[src/inc/ldm_map.vh]
// ldm_map.vh: register offsets, field positions, reset values and the gate code
// assumes: included by bare name from the design files; definitions only
`ifndef LDM_MAP_VH
`define LDM_MAP_VH

// ************************************************************
// register word indices; byte address is index times 4 (printed offsets are indices)
// ************************************************************
`define LDM_IDX_CLKCTRL     8'h63
`define LDM_IDX_FAULTCTRL   8'h64
`define LDM_IDX_GATE        8'h65
`define LDM_IDX_LOCKSTAT    8'h66
`define LDM_IDX_IRQSTAT     8'h67
`define LDM_IDX_IRQMASK     8'h68
`define LDM_ADDR_W          10

// ************************************************************
// field positions
// ************************************************************
`define LDM_B_CLKSRC        5
`define LDM_B_SHARE         4
`define LDM_B_RDSRC         1
`define LDM_B_PROGSTATE     0
`define LDM_B_MREF          7
`define LDM_B_MCRC          6
`define LDM_B_MSHORT        5
`define LDM_B_MOPEN         4
`define LDM_B_MTSD          3
`define LDM_B_BURN          2
`define LDM_B_SSHORT        1
`define LDM_B_INVDIAG       0
`define LDM_B_LOCK          0
`define LDM_B_BURNDONE      1
`define LDM_B_GATEOK        2

// ************************************************************
// masks and reset values
// ************************************************************
`define LDM_CLK_WMASK       8'h33
`define LDM_FAULT_WMASK     8'hf8
`define LDM_RST_CLKCTRL     8'h00
`define LDM_RST_FAULTCTRL   8'h00
`define LDM_RST_GATE        8'h00
`define LDM_RST_LOCK        1'b1
`define LDM_IRQ_W           3
// gate code is arbitrary
`define LDM_GATE_CODE       8'h5a

`endif

[src/rtl/ldm_misc_config_regs.v]
// ldm_misc_config_regs.v: misc config bank, apb slave, error pin and interrupts
// assumes: apb master on core_clk; fault and burn-done inputs arrive from pins
// Notes on behaviour
// RQ1 - clock-source bit 1 selects external pwm clock, 0 internal
// RQ2 - shared-duty bit 1 makes every channel use channel zero duty
// RQ3 - read-back source bit: 0 from nvm array, 1 from shadow registers
// RQ4 - programming-state bit enters or leaves nvm programming state
// RQ5 - reference fault mask bit keeps reference fault off error pin
// RQ6 - checksum fault mask bit keeps crc fault off error pin
// RQ7 - short fault mask bit keeps led short faults off error pin
// RQ8 - open fault mask bit keeps led open faults off error pin
// RQ9 - overtemp mask hides report only; shutdown still happens
// RQ10 - burn start launches burn only in programming state, self-clears
// RQ11 - single-led short start launches that diagnostic, self-clears
// RQ12 - invisible diagnostic start launches that sequence, self-clears
// RQ13 - 8-bit gate field holds password; correct value grants nvm access
// RQ14 - burn-complete flag sets when burn ends, zero before
// RQ15 - while lock bit is one, config register writes are blocked
// RQ16 - reserved bits read zero and writes to them are ignored
//
// Chosen here: register access over APB.
`timescale 1ns/1ns
`include "ldm_map.vh"
module ldm_misc_config_regs (
    input  wire        core_clk,
    input  wire        srst,
    input  wire        psel,
    input  wire        penable,
    input  wire        pwrite,
    input  wire [9:0]  paddr,
    input  wire [31:0] pwdata,
    input  wire [3:0]  pstrb,
    output wire        pready,
    output reg  [31:0] prdata,
    output wire        pslverr,
    input  wire        refFaultPin,
    input  wire        crcFaultPin,
    input  wire        shortFaultPin,
    input  wire        openFaultPin,
    input  wire        overtempPin,
    input  wire        burnDonePin,
    output wire        pwmClockSourceSelect,
    output wire        sharedDutyEnable,
    output wire        readbackSourceSelect,
    output wire        nvmProgrammingState,
    output wire        nvmAccessGranted,
    output wire        burnStart,
    output wire        singleLedShortStart,
    output wire        invisibleDiagStart,
    output wire        errOut,
    output wire        errOe,
    output wire        irq
);
    // ************************************************************
    // helpers
    // ************************************************************
    function [9:0] byteAddr;
        input [7:0] idx;
        begin
            byteAddr = {idx, 2'b00};
        end
    endfunction

    function hit;
        input [9:0] a;
        input [7:0] idx;
        begin
            hit = (a == byteAddr(idx));
        end
    endfunction

    // ************************************************************
    // pin synchronisers
    // ************************************************************
    reg [5:0] pinMeta;
    reg [5:0] pinSync;
    always @(posedge core_clk) begin
        if (srst) begin
            pinMeta <= 6'h00;
            pinSync <= 6'h00;
        end else begin
            pinMeta <= {burnDonePin, refFaultPin, crcFaultPin,
                        shortFaultPin, openFaultPin, overtempPin};
            pinSync <= pinMeta;
        end
    end
    wire burnDoneLvl = pinSync[5];

    // ************************************************************
    // apb decode
    // ************************************************************
    wire acc      = psel & penable;
    wire wrLane0  = acc & pwrite & pstrb[0];
    wire selClk   = hit(paddr, `LDM_IDX_CLKCTRL);
    wire selFault = hit(paddr, `LDM_IDX_FAULTCTRL);
    wire selGate  = hit(paddr, `LDM_IDX_GATE);
    wire selLock  = hit(paddr, `LDM_IDX_LOCKSTAT);
    wire selIst   = hit(paddr, `LDM_IDX_IRQSTAT);
    wire selImk   = hit(paddr, `LDM_IDX_IRQMASK);
    wire mapped   = selClk | selFault | selGate | selLock | selIst | selImk;

    assign pready  = 1'b1;
    // locked config writes are dropped without pslverr; they only set the blocked-write irq bit
    assign pslverr = acc & ~mapped;

    reg  [7:0] clkCtrl;
    reg  [7:0] faultCtrl;
    reg  [7:0] gate;
    reg        lockBit;
    reg        burnFlag;
    reg  [2:0] irqStat;
    reg  [2:0] irqMask;

    wire cfgOk   = ~lockBit;                                          // RQ15
    wire wrClk   = wrLane0 & selClk & cfgOk;
    wire wrFault = wrLane0 & selFault & cfgOk;
    wire wrGate  = wrLane0 & selGate & cfgOk;

    // ************************************************************
    // configuration registers
    // ************************************************************
    always @(posedge core_clk) begin
        if (srst) begin
            clkCtrl   <= `LDM_RST_CLKCTRL;
            faultCtrl <= `LDM_RST_FAULTCTRL;
            gate      <= `LDM_RST_GATE;
            lockBit   <= `LDM_RST_LOCK;
        end else begin
            if (wrClk) begin
                clkCtrl <= pwdata[7:0] & `LDM_CLK_WMASK;              // RQ16
            end
            if (wrFault) begin
                // start bits are never stored, they read back 0
                faultCtrl <= pwdata[7:0] & `LDM_FAULT_WMASK;          // RQ16
            end
            if (wrGate) begin
                gate <= pwdata[7:0];                                  // RQ13
            end
            if (wrLane0 & selLock) begin
                lockBit <= pwdata[`LDM_B_LOCK];                       // RQ15
            end
        end
    end

    assign pwmClockSourceSelect = clkCtrl[`LDM_B_CLKSRC];             // RQ1
    assign sharedDutyEnable     = clkCtrl[`LDM_B_SHARE];              // RQ2
    assign readbackSourceSelect = clkCtrl[`LDM_B_RDSRC];              // RQ3
    assign nvmProgrammingState  = clkCtrl[`LDM_B_PROGSTATE];          // RQ4
    assign nvmAccessGranted     = (gate == `LDM_GATE_CODE);           // RQ13

    // ************************************************************
    // self-clearing starts
    // ************************************************************
    wire fireBurn = wrFault & pwdata[`LDM_B_BURN] & nvmProgrammingState; // RQ10
    wire fireSs   = wrFault & pwdata[`LDM_B_SSHORT];                     // RQ11
    wire fireInv  = wrFault & pwdata[`LDM_B_INVDIAG];                    // RQ12

    ldm_start_pulse uBurn (
        .core_clk (core_clk),
        .srst     (srst),
        .fire     (fireBurn),
        .pulse    (burnStart)
    );
    ldm_start_pulse uSs (
        .core_clk (core_clk),
        .srst     (srst),
        .fire     (fireSs),
        .pulse    (singleLedShortStart)
    );
    ldm_start_pulse uInv (
        .core_clk (core_clk),
        .srst     (srst),
        .fire     (fireInv),
        .pulse    (invisibleDiagStart)
    );

    // ************************************************************
    // burn-complete flag
    // ************************************************************
    reg burnDonePrev;
    always @(posedge core_clk) begin
        if (srst) begin
            burnFlag     <= 1'b0;
            burnDonePrev <= 1'b0;
        end else begin
            burnDonePrev <= burnDoneLvl;
            if (burnDoneLvl & ~burnDonePrev) begin
                burnFlag <= 1'b1;                                     // RQ14
            end else if (burnStart) begin
                burnFlag <= 1'b0;                                     // RQ14
            end
        end
    end

    // ************************************************************
    // error pin, open drain: drive low while a report stands
    // ************************************************************
    wire errActive;
    ldm_err_combine uErr (
        .core_clk   (core_clk),
        .srst       (srst),
        .faultLevel (pinSync[4:0]),
        .faultCtrl  (faultCtrl),
        .errActive  (errActive)
    );
    assign errOut = 1'b0;
    assign errOe  = errActive;

    // ************************************************************
    // interrupts: 0 burn done, 1 error rise, 2 blocked write
    // ************************************************************
    reg  errPrev;
    wire blockedWr = wrLane0 & (selClk | selFault | selGate) & lockBit;
    wire [2:0] irqEv = {blockedWr, errActive & ~errPrev, burnDoneLvl & ~burnDonePrev};
    wire [2:0] irqClr = (wrLane0 & selIst) ? pwdata[2:0] : 3'h0;
    always @(posedge core_clk) begin
        if (srst) begin
            errPrev <= 1'b0;
            irqStat <= 3'h0;
            irqMask <= 3'h0;
        end else begin
            errPrev <= errActive;
            // a new event beats a clear in the same cycle
            irqStat <= (irqStat & ~irqClr) | irqEv;
            if (wrLane0 & selImk) begin
                irqMask <= pwdata[2:0];
            end
        end
    end
    assign irq = |(irqStat & irqMask);

    // ************************************************************
    // read data
    // ************************************************************
    always @(posedge core_clk) begin
        if (srst) begin
            prdata <= 32'h0000_0000;
        end else if (psel & ~penable & ~pwrite) begin
            prdata <= 32'h0000_0000;
            if (hit(paddr, `LDM_IDX_CLKCTRL)) begin
                prdata <= {24'h000000, clkCtrl};
            end else if (hit(paddr, `LDM_IDX_FAULTCTRL)) begin
                prdata <= {24'h000000, faultCtrl};
            end else if (hit(paddr, `LDM_IDX_GATE)) begin
                prdata <= {24'h000000, gate};
            end else if (hit(paddr, `LDM_IDX_LOCKSTAT)) begin
                prdata <= {29'h0, nvmAccessGranted, burnFlag, lockBit};
            end else if (hit(paddr, `LDM_IDX_IRQSTAT)) begin
                prdata <= {29'h0, irqStat};
            end else if (hit(paddr, `LDM_IDX_IRQMASK)) begin
                prdata <= {29'h0, irqMask};
            end
        end
    end
endmodule

[src/rtl/ldm_start_pulse.v]
// ldm_start_pulse.v: self-clearing start bit, one-cycle pulse per accepted write
// assumes: fire is a single-cycle strobe on core_clk
`timescale 1ns/1ns
module ldm_start_pulse (
    input  wire core_clk,
    input  wire srst,
    input  wire fire,
    output reg  pulse
);
    // bit reads back 0; the launch is a single clock wide
    always @(posedge core_clk) begin
        if (srst) begin
            pulse <= 1'b0;
        end else begin
            pulse <= fire;
        end
    end
endmodule

[src/rtl/ldm_err_combine.v]
// ldm_err_combine.v: masks fault classes onto the open-drain error pin
// assumes: fault levels already synchronised to core_clk
`timescale 1ns/1ns
`include "ldm_map.vh"
module ldm_err_combine (
    input  wire       core_clk,
    input  wire       srst,
    input  wire [4:0] faultLevel,
    input  wire [7:0] faultCtrl,
    output reg        errActive
);
    // faultLevel: 4 ref, 3 crc, 2 short, 1 open, 0 overtemp
    wire refOn   = faultLevel[4] & ~faultCtrl[`LDM_B_MREF];    // RQ5
    wire crcOn   = faultLevel[3] & ~faultCtrl[`LDM_B_MCRC];    // RQ6
    wire shortOn = faultLevel[2] & ~faultCtrl[`LDM_B_MSHORT];  // RQ7
    wire openOn  = faultLevel[1] & ~faultCtrl[`LDM_B_MOPEN];   // RQ8
    // masking only hides the report; shutdown is untouched
    wire tsdOn   = faultLevel[0] & ~faultCtrl[`LDM_B_MTSD];    // RQ9

    always @(posedge core_clk) begin
        if (srst) begin
            errActive <= 1'b0;
        end else begin
            errActive <= refOn | crcOn | shortOn | openOn | tsdOn;
        end
    end
endmodule

[config.mk]
export PLATFORM = sky130hd
export DESIGN_NAME = ldm_misc_config_regs
export DESIGN_NICKNAME = d
export VERILOG_FILES = /design/src/rtl/ldm_misc_config_regs.v /design/src/rtl/ldm_start_pulse.v /design/src/rtl/ldm_err_combine.v
export VERILOG_INCLUDE_DIRS = /design/src /design/src/inc
export SDC_FILE = /design/constraint.sdc
export NUM_CORES = 1
export LEC_CHECK = 0
export CELL_PAD_IN_SITES_DETAIL_PLACEMENT = 0
export CELL_PAD_IN_SITES_GLOBAL_PLACEMENT = 1
export CORE_ASPECT_RATIO = 1.4
export CORE_MARGIN = 3
export CORE_UTILIZATION = 35
export DETAILED_ROUTE_END_ITERATION = 10
export DONT_BUFFER_PORTS = 1
export PLACE_DENSITY_LB_ADDON = 0.1
export RECOVER_POWER = 25
export SLEW_MARGIN = 0
export SYNTH_ARGS = -nofsm -noshare
export SYNTH_HDL_FRONTEND = slang
export SYNTH_SLANG_ARGS = --single-unit
[constraint.sdc]
create_clock -name core_clk -period 2.2 [get_ports core_clk]
set_input_delay 0.33 -clock core_clk [delete_from_list [all_inputs] [get_ports core_clk]]
set_output_delay 0.33 -clock core_clk [all_outputs]
set_load 0.01 [all_outputs]
==> Word-level counts from Yosys, hierarchy flattened <==
Cells that the tools add are included.
{ "classes": {"n_reduce_logical": 2, "bitwise_logic": 52, "n_mux": 9, "n_eq_ne": 7} }
{ "ops": {"columns": ["cell", "count"], "rows": [
  ["$eq A10 B9 Y1 const B", 6],
  ["$and A1 B1 Y1", 28],
  ["$mux W8", 3],
  ["$mux W3", 4],
  ["$not A1 Y1", 11],
  ["$or A1 B1 Y1", 9],
  ["$eq A8 B7 Y1 const B", 1],
  ["$and A3 B3 Y3", 2],
  ["$not A3 Y3", 1],
  ["$or A3 B3 Y3", 1],
  ["$reduce_or A3 Y1", 1],
  ["$mux W1", 2],
  ["$reduce_bool A2 Y1", 1]
]} }
{ "word_totals": {"inputBits": 57, "output_inout_bits": 45, "elab_cells": 86, "reg_bits": 75} }

==> Depth between registers and ports, before layout <==
{ "depth": {"ltp_word": 8, "depth_mapped": 7, "mapped_depth_nobuf": 4} }

==> By module <==
Synthesis repeated with hierarchy kept, for this count alone.
{ "hier_totals": {"hier_cells": 273, "area_unflattened_um2": 2441.1} }
{ "by_module_without_submodules": {"columns": ["module", "seq_area_each_um2", "instances", "cells_each", "area_per_inst_um2"], "rows": [
  ["ldm_misc_config_regs", 940.9, 1, 259, 2279.7],
  ["ldm_start_pulse", 20.0, 3, 2, 33.8],
  ["ldm_err_combine", 20.0, 1, 8, 60.1]
]} }

==> Worst setup path before layout <==
OpenSTA, ideal clock, no wires.
{ "synth_timing": {"path_type": "input-to-reg", "startpoint": "in paddr[1]", "endpoint": "reg faultCtrl[7]", "required_ns": 2.068, "n_path_buf": 2, "setup_slack_ns": 0.239, "cell_stages": 6, "setup_ns": 0.132, "t_arrival_ns": 1.829, "path_cell_list": "or4b_4 > or4_4 > buf_6 > buf_6 > o21ai_1 > a21oi_1"} }
{ "synth_via": {"elab_chain_len": 3} }
{ "synth_lines": {"columns": ["item", "line", "text"], "rows": [
  ["start: declaration", "ldm_misc_config_regs.v:30", "input wire [9:0] paddr,"],
  ["$eq A10 B9 Y1", "ldm_misc_config_regs.v:68", "hit = (a == byteAddr(idx));"],
  ["$and A1 B1 Y1 (2 in series)", "ldm_misc_config_regs.v:116", "wire wrFault = wrLane0 & selFault & cfgOk;"],
  ["end signal: assignment", "ldm_misc_config_regs.v:125", "faultCtrl <= `LDM_RST_FAULTCTRL;"],
  ["end signal: assignment", "ldm_misc_config_regs.v:134", "faultCtrl <= pwdata[7:0] & `LDM_FAULT_WMASK;"],
  ["end: declaration", "ldm_misc_config_regs.v:107", "reg [7:0] faultCtrl;"]
]} }
No other way between the ends.
A chain may end at the register's enable or synchronous reset.

==> Worst setup path in the final report <==
{ "layout_timing": {"startpoint": "reg lockBit", "endpoint": "reg gate[0]"} }
{ "layout_via": {"elab_chain_len": 2} }
{ "layout_lines": {"columns": ["item", "line", "text"], "rows": [
  ["start: declaration", "ldm_misc_config_regs.v:109", "reg lockBit;"],
  ["start signal: assignment", "ldm_misc_config_regs.v:127", "lockBit <= `LDM_RST_LOCK;"],
  ["start signal: assignment", "ldm_misc_config_regs.v:140", "lockBit <= pwdata[`LDM_B_LOCK];"],
  ["$not A1 Y1", "ldm_misc_config_regs.v:114", "wire cfgOk = ~lockBit;"],
  ["$and A1 B1 Y1", "ldm_misc_config_regs.v:117", "wire wrGate = wrLane0 & selGate & cfgOk;"],
  ["end signal: assignment", "ldm_misc_config_regs.v:126", "gate <= `LDM_RST_GATE;"],
  ["end signal: assignment", "ldm_misc_config_regs.v:137", "gate <= pwdata[7:0];"],
  ["end: declaration", "ldm_misc_config_regs.v:108", "reg [7:0] gate;"]
]} }
No other way between the ends.

==> results by group <==
Logic synthesis
  • Cell taking the most area after synthesis: dfxtp_1
  • Async set-reset flop share out of synthesis: 0%
  • Share of the synthesized area in the top cell type: 41.0%
  • Yosys cell types: 50
  • Post-synth EDFFs: 0
  • Synth Register Bits: between 50 and 60
  • Post-synthesis cell count: ~290
  • Largest cells by area after synthesis: dfxtp_1 (41%), buf_4 (7.8%), a21oi_1 (7.2%)
  • Synthesized area: around 0.0025 sq mm
  • Synth warn: 0
  • Post-Synthesis Mean Instance Area: slightly below 9 sq um
  • Seq/Total Area, Yosys: 41.0%
  • Main synth FF type: dfxtp_1

Power
  • Pwr dens: about 630 mW/mm^2
  • Leakage power: between 0.8 and 0.9 nW
  • Worst vdd rail ir drop: 0.316 mV

Placement
  • Setup WS pre-CTS: 204 ps
  • DP HPWL: ~4400 um
  • Placed cell area: approximately 0.0025 sq mm
  • Placer Congestion: between 0.7 and 0.8
  • Number of port buffers: 0

Routing
  • Antenna viol nets, final: 0
  • Final WL: around 6100 um
  • DRC viols: 0
  • Pre-antenna DRT Iters: 4
  • Avg Vias per Cell: 5.22
  • Routed len/inst: between 15 and 20 um
  • Initial DRC count: 118
  • DR vias: about 2,000

Cells and area
  • Fraction of layout cells with a size suffix above 1: a little under a tenth
  • Commonest non-fill, non-tap cell in the layout: dfxtp_1
  • Area Overhead vs Synth: 3.17%
  • Most frequent cells in the layout: dfxtp_1 (51), a21oi_1 (36), conb_1 (26)
  • N_diodes: 0
  • Core Util, Final: 38.1%
  • Design Area, Final: approximately 0.0026 sq mm
  • Fin nets: ~340

Floorplanning
  • Site Rows: 35
  • Die ar.: 0.00818 sq mm
  • Core area: between 0.006 and 0.007 sq mm
  • # IOs: slightly above 100
  • Die width: ~77 um
  • Die height: approximately 110 um
  • Starting density of the core: 36.9%

Worst hold path
  • Hold Path Class: input pin to register

Global routing
  • Largest net degree at the start of global routing: 53
  • Number of global-route vias before repair: ~1,900
  • First-pass GRT wire length: 9900 um
  • Initial antenna violation count: 0
  • Gr ovfl total: 0
  • Total GRT Usage: between 15 and 20%

STA
  • Time the worst path needs with I/O delays and setup: roughly 1900 ps
  • Slew Limit Fails: 0
  • Setup ws final: slightly above 300 ps
  • Setup tns final: 0 ps
  • RSZ-0062 raised after global routing: false
  • Setup violators final: 0
  • Skew final: between 10 and 15 ps
  • Final Cycle Share: 85.9%
  • Max Freq: between 500 and 600 MHz
  • Hold Vio Cnt, Final: 0

Clock network
  • CTS Buf Count: 5
  • Hold_buf cts: 0
  • Max clock buf depth: 2
  • CTS resizes: 0
  • Clk_lat worst skew: 300 ps
  • Clock root cell: clkbuf_8
  • Clock slew at reported path FFs: around 100 ps
  • TritonCTS clock tree: done
  • Clk sinks: 51
  • Post-CTS Setup Bufs: 0
  • H-Tree Depth: 2

Run
  • MaxCap Viol Count: 0

Setup path
  • Crit path from: lockBit
  • Arrival time worst endpoint: around 2100 ps
  • Worst setup endpoint: gate[0]
  • Worst r2r path cells: 4
  • Setup CP Type: register to register
  • Crit. End Element: register
  • Setup crit start kind: register
  • Worst reg2reg path endpoint: gate[0]
  • Maximum fanout along the worst path: 16
  • Crit Reg-Reg Startpoint: lockBit
  • R2R Setup Slk: about 300 ps
  • CP required: about 2400 ps

Outcome
  • Status: finished clean
flip-flops by register name, summed over array words and instances (netlist names), 3 cells and up:
| name | cells |
|---|---|
| gate | 8 |
| irqStat | 3 |
| pinMeta | 6 |
| clkCtrl | 4 |
| pinSync | 6 |
| faultCtrl | 5 |
| prdata | 8 |
| irqMask | 3 |
worst max-delay path, cell delays in order, from the launching register on:
cell,delay [ps]
dfxtp_1,370
or4b_1,520
or4_4,580
o21ai_0,230
a21oi_1,90
worst min-delay path by stage:
stage          slack, ps  depth (start not counted)            to  startpoint
3_3_place_gp         410                          1     prdata[6]        srst
4_1_cts               70                          1  faultCtrl[3]        srst
6_report              80                          1    pinSync[0]        srst
3_5_place_dp         410                          1     prdata[6]        srst
5_1_grt               60                          1    pinSync[0]        srst
2_1_floorplan        410                          1    pinSync[0]  pinMeta[0]
final cells by class:
cell class                      instances  area (sq um)
Clock buffer                            6          82.6
Clock inverter                          2          13.8
Fill cell                             753          4180
Inverter                                9          33.8
Multi-Input combinational cell        207          1240
Sequential cell                        51          1020
Tap cell                               92           115
Timing Repair Buffer                    8          60.1
power by group:
group / total, mW / leakage [nW] / switching, mW / internal, mW
sequential: 0.953 / 0.415 / 0.00994 / 0.943
combinational: 0.0868 / 0.400 / 0.0528 / 0.0339
clock: 0.574 / 0.0516 / 0.316 / 0.258
synth_stat cells (3+ instances only):
| library cell | number |
|---|---|
| nand4_1 | 14 |
| clkbuf_1 | 13 |
| buf_1 | 3 |
| o21ai_1 | 7 |
| nor2_1 | 10 |
| nor2b_1 | 16 |
| nand3_1 | 10 |
| a41o_1 | 3 |
| o21ai_0 | 15 |
| nor3_1 | 4 |
| inv_1 | 9 |
| nand2_1 | 15 |
| buf_4 | 26 |
| a21oi_1 | 36 |
| dfxtp_1 | 51 |
| nand2b_1 | 7 |
logic make-up after synthesis:
family | share of synthesized area [%]
other | 0.302
AO/OA/AOI/OAI | 18.3
multiplexers | 1.31
buffers and inverters | 12.7
flip-flops | 41.0
AND/OR/NAND/NOR | 26.3
per-layer routing:
metal | vias to the layer above | track usage, % | routed length, um
met1 | 908 | 18.8 | 2550
met5 | - | 0 | 0
met4 | 0 | 5.34 | 114
met2 | 76 | 25.5 | 3000
met3 | 7 | 4.27 | 475
li1 | 968 | - | -
per-stage QoR:
| step | hold slack (ps) | power, mW | std cells |
|---|---|---|---|
| 6_report | 82.8 | 1.61 | 375 |
| 5_1_grt | 59.6 | 1.70 | 375 |
| 4_1_cts | 68.8 | 1.64 | 375 |
| 3_5_place_dp | 406 | 1.06 | 367 |
| 3_3_place_gp | 405 | 1.06 | 367 |
| 2_1_floorplan | 414 | 1.11 | 312 |
(Power assumes the default switching activity.)
